<file path="src/inc/sar_mem_cfg.svh">
// constants for the external memory layout and access sequencer
// assumes a 16-bit processor port with word offsets as printed
`ifndef SAR_MEM_CFG_SVH
`define SAR_MEM_CFG_SVH
`define REG_SEG_BASE         16'h2040
`define REG_TX_FIFO_BASE     16'h2050
`define REG_REASSEMBLY_CONTROL_BASE      16'h4000
`define REG_RX_FIFO_BASE     16'h4020
`define SEG_BASE_W           5
`define FIFO_BASE_W          12
`define REASSEMBLY_CONTROL_BASE_W        3
`define REG_RESET            16'h0000
`define CELL_CTRL_READS      5'h03
`define CELL_MAX_SELECTS     5'h18
`define CELL_SELECT_OFFSET   8'h0C
`define SCHED_FRAME_READS    5'h08
`define CB_CTRL_READS        5'h01
`define CB_HALF_READS        5'h04
`define WORD_STRIDE          8'h04
`define BYTE_STRIDE          8'h01
`define RX_BUF_MIN_LOG2      6
`define RX_BUF_MAX_SIZE_CODE 3'h4
`define FIFO_SLOT_LOG2       6
`endif

</file>
<file path="src/inc/sar_mem_pkg.sv">
// types shared by the memory layout block
// assumes sar_mem_cfg.svh is compiled alongside
`default_nettype none
package sar_mem_pkg;
  typedef enum logic [1:0] {JOB_CELL, JOB_SCHED, JOB_CB_CTRL, JOB_CB_DATA} job_kind_t;
  typedef struct packed {
    job_kind_t   kind;
    logic [20:0] base;
    logic [4:0]  count;
  } job_t;
  typedef enum logic [2:0] {FORM_RX_BUF, FORM_REASSEMBLY_CONTROL, FORM_TX_FIFO, FORM_RX_FIFO,
                            FORM_MEMCTL} form_kind_t;
  typedef struct packed {
    form_kind_t  kind;
    logic [20:0] ptr;
    logic [2:0]  size_code;
    logic [12:0] offset;
  } form_req_t;
  typedef struct packed {
    logic [20:0] addr;
    logic        we;
    logic        half;
  } mem_acc_t;
  typedef enum logic [1:0] {SEQ_IDLE, SEQ_PRE, SEQ_WR, SEQ_POST} seq_state_t;
  typedef struct packed {
    seq_state_t  st;
    job_kind_t   kind;
    logic [20:0] base;
    logic [4:0]  left;
    logic [4:0]  post_n;
    logic [7:0]  off;
    mem_acc_t    acc;
    logic [15:0] seg_base;
    logic [15:0] tx_fifo;
    logic [15:0] reassembly_control;
    logic [15:0] rx_fifo;
    logic [15:0] rdata;
    logic [20:0] form_addr;
    logic        form_vld;
  } state_t;
endpackage
`default_nettype wire

</file>
<file path="src/core/sar_external_memory_layout.sv">
// external memory address former and transmit access sequencer
// assumes software keeps every structure aligned; memory acks one access at a time
`include "sar_mem_cfg.svh"
`default_nettype none
module sar_external_memory_layout (
  input  wire logic                  sys_clk_in,
  input  wire logic                  rst_in,
  input  wire logic [15:0]           cpu_addr_in,
  input  wire logic [15:0]           cpu_wdata_in,
  input  wire logic                  cpu_wr_in,
  input  wire logic                  cpu_rd_in,
  output logic      [15:0]           cpu_rdata_out,
  input  wire logic                  job_valid_in,
  input  wire sar_mem_pkg::job_t     job_in,
  output logic                       job_ready_out,
  output logic                       mem_req_out,
  output sar_mem_pkg::mem_acc_t      mem_acc_out,
  input  wire logic                  mem_ack_in,
  input  wire logic                  form_valid_in,
  input  wire sar_mem_pkg::form_req_t form_in,
  output logic                       form_valid_out,
  output logic      [20:0]           form_addr_out
);
  import sar_mem_pkg::*;

  state_t      s_q;
  state_t      s_d;
  logic [20:0] rxbuf_addr;
  logic [3:0]  buf_log2;
  logic        job_take;

  // size code 0..4 selects 64..1024; larger codes clamp to 1024
  always_comb begin
    if (form_in.size_code > `RX_BUF_MAX_SIZE_CODE) begin
      buf_log2 = 4'(`RX_BUF_MIN_LOG2) + 4'(`RX_BUF_MAX_SIZE_CODE);
    end else begin
      buf_log2 = 4'(`RX_BUF_MIN_LOG2) + {1'b0, form_in.size_code};
    end
  end

  // per-bit pick of entry or offset
  genvar gi;
  generate
    for (gi = 0; gi < 21; gi++) begin : g_rxbuf
      if (gi < 13) begin : g_low
        assign rxbuf_addr[gi] = (4'(gi) < buf_log2) ? form_in.offset[gi] : form_in.ptr[gi];
      end else begin : g_high
        assign rxbuf_addr[gi] = form_in.ptr[gi];
      end
    end
  endgenerate

  // low byte wraps so a structure never spills past its block
  function automatic mem_acc_t make_acc(input state_t s);
    mem_acc_t a;
    a.addr = {s.base[20:8], 8'(s.base[7:0] + s.off)};
    a.we   = (s.st == SEQ_WR);
    a.half = (s.st == SEQ_POST) && (s.kind == JOB_CB_DATA);
    return a;
  endfunction

  assign job_ready_out = (s_q.st == SEQ_IDLE);
  assign job_take      = job_valid_in && job_ready_out;
  assign mem_req_out   = (s_q.st != SEQ_IDLE);
  assign mem_acc_out   = s_q.acc;
  assign cpu_rdata_out = s_q.rdata;
  assign form_valid_out = s_q.form_vld;
  assign form_addr_out  = s_q.form_addr;

  always_comb begin
    s_d          = s_q;
    s_d.form_vld = 1'b0;
    // register writes; unmapped offsets are ignored
    if (cpu_wr_in) begin
      unique case (cpu_addr_in)
        `REG_SEG_BASE:     s_d.seg_base = {11'h000, cpu_wdata_in[`SEG_BASE_W-1:0]};
        `REG_TX_FIFO_BASE: s_d.tx_fifo  = {4'h0, cpu_wdata_in[`FIFO_BASE_W-1:0]};
        `REG_REASSEMBLY_CONTROL_BASE:  s_d.reassembly_control   = {13'h0000, cpu_wdata_in[`REASSEMBLY_CONTROL_BASE_W-1:0]};
        `REG_RX_FIFO_BASE: s_d.rx_fifo  = {4'h0, cpu_wdata_in[`FIFO_BASE_W-1:0]};
        default:           s_d.rdata    = s_q.rdata;
      endcase
    end
    if (cpu_rd_in) begin
      unique case (cpu_addr_in)
        `REG_SEG_BASE:     s_d.rdata = s_q.seg_base;
        `REG_TX_FIFO_BASE: s_d.rdata = s_q.tx_fifo;
        `REG_REASSEMBLY_CONTROL_BASE:  s_d.rdata = s_q.reassembly_control;
        `REG_RX_FIFO_BASE: s_d.rdata = s_q.rx_fifo;
        default:           s_d.rdata = 16'h0000;
      endcase
    end
    // address former, one cycle from request
    if (form_valid_in) begin
      s_d.form_vld = 1'b1;
      unique case (form_in.kind)
        FORM_RX_BUF: s_d.form_addr = rxbuf_addr;
        FORM_REASSEMBLY_CONTROL: s_d.form_addr = {s_q.reassembly_control[2:0], form_in.ptr[17:8],
                                      8'({form_in.ptr[7:4], 4'h0} + form_in.offset[7:0])};
        FORM_TX_FIFO: s_d.form_addr = {s_q.tx_fifo[11:0], 9'h000} |
                                      {8'h00, form_in.offset};
        FORM_RX_FIFO: s_d.form_addr = {s_q.rx_fifo[11:0], 9'h000} |
                                      {8'h00, form_in.offset};
        // four bytes per entry, index in offset
        FORM_MEMCTL: s_d.form_addr = {form_in.ptr[20:9], 9'h000} |
                                     {8'h00, form_in.offset[10:0], 2'b00};
        default:     s_d.form_addr = 21'h000000;
      endcase
    end
    // transmit access sequencer
    unique case (s_q.st)
      SEQ_IDLE: begin
        if (job_take) begin
          s_d.kind   = job_in.kind;
          s_d.base   = job_in.base;
          s_d.off    = 8'h00;
          s_d.post_n = 5'h00;
          s_d.st     = SEQ_PRE;
          unique case (job_in.kind)
            JOB_CELL: begin
              s_d.base   = {s_q.seg_base[4:0], job_in.base[15:4], 4'h0};
              s_d.left   = `CELL_CTRL_READS;
              s_d.post_n = (job_in.count > `CELL_MAX_SELECTS) ? `CELL_MAX_SELECTS
                                                               : job_in.count;
            end
            JOB_SCHED:   s_d.left = `SCHED_FRAME_READS;
            JOB_CB_CTRL: s_d.left = `CB_CTRL_READS;
            JOB_CB_DATA: begin
              s_d.st     = SEQ_WR;
              s_d.left   = 5'h01;
              s_d.post_n = `CB_HALF_READS;
            end
          endcase
        end
      end
      SEQ_PRE: begin
        if (mem_ack_in) begin
          s_d.left = s_q.left - 5'h01;
          s_d.off  = s_q.off + `WORD_STRIDE;
          if (s_q.left == 5'h01) begin
            // control update follows the three reads
            if (s_q.kind == JOB_CELL) begin
              s_d.st  = SEQ_WR;
              s_d.off = 8'h00;
            end else begin
              s_d.st = SEQ_IDLE;
            end
          end
        end
      end
      SEQ_WR: begin
        if (mem_ack_in) begin
          s_d.left = s_q.post_n;
          s_d.off  = (s_q.kind == JOB_CELL) ? `CELL_SELECT_OFFSET : 8'h00;
          s_d.st   = (s_q.post_n == 5'h00) ? SEQ_IDLE : SEQ_POST;
        end
      end
      SEQ_POST: begin
        if (mem_ack_in) begin
          s_d.left = s_q.left - 5'h01;
          s_d.off  = s_q.off + ((s_q.kind == JOB_CB_DATA) ? `BYTE_STRIDE : `WORD_STRIDE);
          if (s_q.left == 5'h01) begin
            s_d.st = SEQ_IDLE;
          end
        end
      end
    endcase
    s_d.acc = make_acc(s_d);
  end

  // memory, logic and processor share one clock
  always_ff @(posedge sys_clk_in) begin
    if (rst_in) begin
      s_q          <= '0;
      s_q.st       <= SEQ_IDLE;
      s_q.seg_base <= `REG_RESET;
      s_q.tx_fifo  <= `REG_RESET;
      s_q.reassembly_control   <= `REG_RESET;
      s_q.rx_fifo  <= `REG_RESET;
    end else begin
      s_q <= s_d;
    end
  end
endmodule
`default_nettype wire

</file>
<file path="config.mk">
export PLATFORM = sky130hd
export DESIGN_NAME = sar_external_memory_layout
export DESIGN_NICKNAME = d
export VERILOG_FILES = /design/src/inc/sar_mem_pkg.sv /design/src/core/sar_external_memory_layout.sv
export VERILOG_INCLUDE_DIRS = /design/src /design/src/inc
export SDC_FILE = /design/constraint.sdc
export NUM_CORES = 1
export LEC_CHECK = 0
export ABC_AREA = 1
export ABC_CLOCK_PERIOD_IN_PS = 3500
export BUFFER_PORTS_ARGS = -buffer_cell sky130_fd_sc_hd__buf_4
export CORE_ASPECT_RATIO = 1.2
export CORE_MARGIN = 4
export CORE_UTILIZATION = 50
export CTS_CLUSTER_DIAMETER = 120
export DETAILED_ROUTE_END_ITERATION = 16
export PLACE_DENSITY_LB_ADDON = 0.3
export SYNTH_ARGS = -nofsm -noshare
export SYNTH_HDL_FRONTEND = slang
export SYNTH_SLANG_ARGS = --single-unit
</file>
<file path="constraint.sdc">
create_clock -name sys_clk_in -period 3.5 [get_ports sys_clk_in]
set_clock_uncertainty 0.15 [all_clocks]
set_input_delay 0.525 -clock sys_clk_in [delete_from_list [all_inputs] [get_ports sys_clk_in]]
set_output_delay 0.525 -clock sys_clk_in [all_outputs]
set_load 0.02 [all_outputs]
</file>
Word level (Yosys, flattened, before mapping) --
Index checks and enable logic that the tools add are counted. Widths: inputs -> output; s select.
Word-level totals: logic and storage cells 122, bits in registers 136, output and inout bits 63, input bits 107
Cells by class: reduce and logical (&&, ||, !) cells 16, multiplexer cells 44, add/subtract/negate cells 6, $lt $le $gt $ge 15, bitwise operators 3, equal/unequal tests 22
Operators with widths (count):
- $pmux 21 s5 | 1
- $or 21x13->21 | 3
- $pmux 12 s4 | 1
- $mux 43 | 1
- $mux 8 | 5
- $eq 16x14->1 const B | 2
- $eq 16x15->1 const B | 2
- $pmux 8 s4 | 1
- $pmux 5 s3 | 2
- $mux 23 | 1
- $mux 21 | 1
- $lt 4x4->1 const A | 5
- $add 8x8->8 | 2
- $eq 2x2->1 const B | 8
- $lt 3x4->1 const A | 4
- $mux 16 | 1
- $mux 2 | 8
- $mux 5 | 3
- $mux 1 | 14
- $pmux 5 s2 | 1
- $reduce_and 2->1 | 5
- $add 8x3->8 | 1
- $add 8x3->8 const B | 1
- $lt 1x4->1 const A | 2
- 22 further kinds | 31

Logic depth before layout (Yosys ltp) --
word-level depth 7, gate-level depth with buffers 23, gate-level depth less buffers 23

Least setup slack after synthesis --
No wires, ideal clock.
path kind input port to flip-flop, from in job_in[27] (netlist bit), to reg s_q, in the netlist mem_acc_out[8], buffers on the path 1, stages on the path 17, path slack 765 ps, required time 3280 ps, arrival time 2515 ps, setup time 70 ps, path through inv_1 > ha_1 > clkbuf_1 > inv_2 > nand3_1 > nand2_1 > ha_1 > fa_1 > nand3_1 > nand3_1 > nand2_1 > inv_1 > nor2_1 > nor2_1 > nor2_1 > o21ai_0 > a21oi_1
RTL lines:
- from (decl) | line sar_external_memory_layout.sv:14 | input wire sar_mem_pkg::job_t job_in,
- to (decl) | line sar_external_memory_layout.sv:26 | state_t s_q;

==> flow_metrics.tcl <==
set metrics [dict create \
    outcome "complete, no violations" \
    grt_usage_pct 23.3 \
    fin_setup_tns_ps 0 \
    cpPeakStageDelay_ps 400 \
    fin_nets 1167 \
    drt_pass1_iterations 7 \
    ctsHoldBuffers 0 \
    stdcell_count 1215 \
    synth-warning-count 0 \
    yosysTopAreaCellShare_pct 36.2 \
    start_kind "flop" \
    hold_path.class "in -> reg" \
    cts_tree "built" \
    dp.cells 1183 \
    dr.first_iter.drc_count 449 \
    wirelength_mm 17.8 \
    startpoint "s_q[165]" \
    p_leak_nw 3.59 \
    post_drt_wl_per_cell_um 14.7 \
    fillCellCount 1216 \
    grt-ovfl-total 0 \
    start_util_pct 51.5 \
    synth.area.top_cells "dfxtp_1 (36%), nand2_1 (12%), buf_4 (7.2%)" \
    grt_start_max_net_pins 70 \
    clock_sinks 119 \
    vias_per_cell 5.21 \
    end_kind "flop" \
    core_um2 12800 \
    insertion_delay_ps 410 \
    period_minus_slack_ps 2910 \
    synthMostInstantiatedCell "nand2_1" \
    rsz0062_at_grt "no" \
    row_count 45 \
    wl_met1_mm 7.44 \
    clock_path_buffers 2 \
    diodes 0 \
    cts.clk_slew.worst_paths_ps 60 \
    h-tree-depth 4 \
    cts_resized 0 \
    worst_path_most_repeated_cell "nand2_1" \
    place.gp.congestion 0.910 \
    setup_violations 0 \
    post_cts_buffers 0 \
    area_delta_synth_final_pct 21.4 \
    async_reset_ff_share_pct 0 \
    met2_length_mm 8.50 \
    postPlaceCellArea_um2 7410 \
    final_area_um2 8000 \
    pre_cts_slack_ps 426 \
    setup_ws_ps 594 \
    arrival_ps 3070 \
    dp_hpwl_mm 13.2 \
    path_cells "nand2_1 -> ha_1 -> nand2_1 -> nand2_1 -> nand3_1 -> inv_1 -> nand3_1 -> nand3_1 -> o211ai_1 -> nor2_1 -> inv_1 -> ha_1 -> a21oi_1 -> o21a_1 -> nand2_1 -> nand2_1 -> nand2_1 -> inv_1 -> nand2_1 -> nand2_1 -> nor2_1" \
    synth-edff-count 0 \
    post-route-period-util_pct 83.0 \
    hp-start "form_in[1]" \
    numPortBuffers 157 \
    timing.rr.start "s_q[165]" \
    hold_viol_final 0 \
    dominantRegCellSynth "dfxtp_1" \
    drc 0 \
    worstMarginPinSlew_ps 753 \
    die_area_um2 15100 \
    die_w_um 113 \
    die_h_um 134 \
    path_class "reg -> reg" \
    slew_headroom_pct 49.8 \
    ys_top_cells_by_count "nand2_1 (219), dfxtp_1 (119), inv_1 (100)" \
    p_per_area_nw_per_um2 466 \
    clockRootBuffer "clkbuf_16" \
    synth_area_um2 6590 \
    cts_buffers 17 \
    yosys.area.top_type "dfxtp_1" \
    grt_pass1_vias 5954 \
    avgSynthCellArea_um2 6.95 \
    met3_length_mm 1.45 \
    fmax_mhz 344 \
    io_pins 170 \
    cp_max_fo 5 \
    vdd_drop_max_mv 0.297 \
    yosysSeqAreaShare_pct 36.2 \
    dr.max_layer_used "met4" \
    grt_pass1_wl_mm 28.5 \
    synth_cells 948 \
    maxCapViolCount 0 \
    cp.required_ps 3660 \
    ant_nets 0 \
    dr_total_vias 6326 \
    drive_above_1_share_pct 22.1 \
    slew_violations 0 \
    synth_cell_types 47 \
    ys_ff_latch 119 \
    antenna_found_initial 0 \
    cp_slowest_cell "dfxtp_1" \
]
-- placed cells by master (no fill, tap or decap), types with 2 or more instances in the layout --
cell	instances
a21oi_1	94
a21oi_2	2
a31oi_1	8
buf_4	161
bufinv_16	2
clkbuf_16	17
clkinv_4	3
clkinvlp_4	7
conb_1	4
dfxtp_1	119
fa_1	2
ha_1	20
inv_1	100
inv_2	7
nand2_1	219
nand2_2	6
nand2_4	2
nand3_1	38
nand4_1	8
nor2_1	76
nor2_2	5
nor2_4	5
nor3_1	5
o211ai_1	9
o21a_1	2
o21ai_0	78
o21ai_1	7
o21ai_2	2
o221ai_1	6
o22ai_1	12
o31ai_1	3
or2_2	3
xnor2_1	2
-- state kept, by name (all words and copies together) (netlist names) --
name	cells
form_addr_out	21
form_valid_out	1
mem_acc_out	10
s_q	75
cpu_rdata_out	12
-- metrics by stage --
step	hold WS (ps)	total power [W]	util, %
floorplan	289	0.00186	-
global placement	299	0.00204	58.0
detailed placement	303	0.00205	58.0
CTS	191	0.00375	62.6
global route	204	0.00387	62.6
finish	206	0.00373	62.6
-- where the power goes --
group / internal [W] / switching (W)
Sequential: 0.00141 / 0.0000341
Combinational: 0.000230 / 0.000338
Clock: 0.00107 / 0.000646
-- critical path, delay by kind of cell, from the launching register on --
kind	cells	cell delay, ps
AND/OR/NAND/NOR	13	990
adder cells (fa/ha/maj)	2	640
flip-flops	1	400
AO/OA/AOI/OAI	3	370
buffers and inverters	3	220
-- path summary, 6_finish.rpt --
check / slack, ps / cells past startpoint / to
worst max-delay path: 590 / 21 / mem_acc_out[9]
worst min-delay path: 210 / 2 / form_addr_out[3]
worst max register to register: 590 / 21 / mem_acc_out[9]
worst min register to register: 310 / 2 / form_addr_out[20]
-- layout make-up --
class                      instances  area, um^2  area share (%)
tap                              164         205            2.57
sequential                       119        2380            29.8
timing repair buffer             161        1210            15.1
inverter                         108         408            5.10
clock buffer                      18         439            5.49
multi-input combinational        631        3200            40.0
clock inverter                    14         153            1.91
-- per-layer routing --
layer | track usage [%] | up-vias
met5 | 0 | -
met4 | 8.08 | 0
met3 | 6.77 | 32
met2 | 38.7 | 236
met1 | 28.6 | 2826
li1 | - | 3232
-- cells by family (layout without fill, tap and decap cells) --
| logic type | count (synthesis) | in the layout | share of synthesized area [%] |
|---|---|---|---|
| simple gates | 371 | 371 | 24.0 |
| compound gates | 232 | 232 | 19.7 |
| buf+inv | 201 | 301 | 15.4 |
| flops | 119 | 119 | 36.2 |
| fa+ha+maj | 22 | 22 | 4.41 |
| xor+xnor | 2 | 2 | 0.266 |
| other cells | 1 | 4 | 0.0569 |
(Power assumes the default switching activity.)
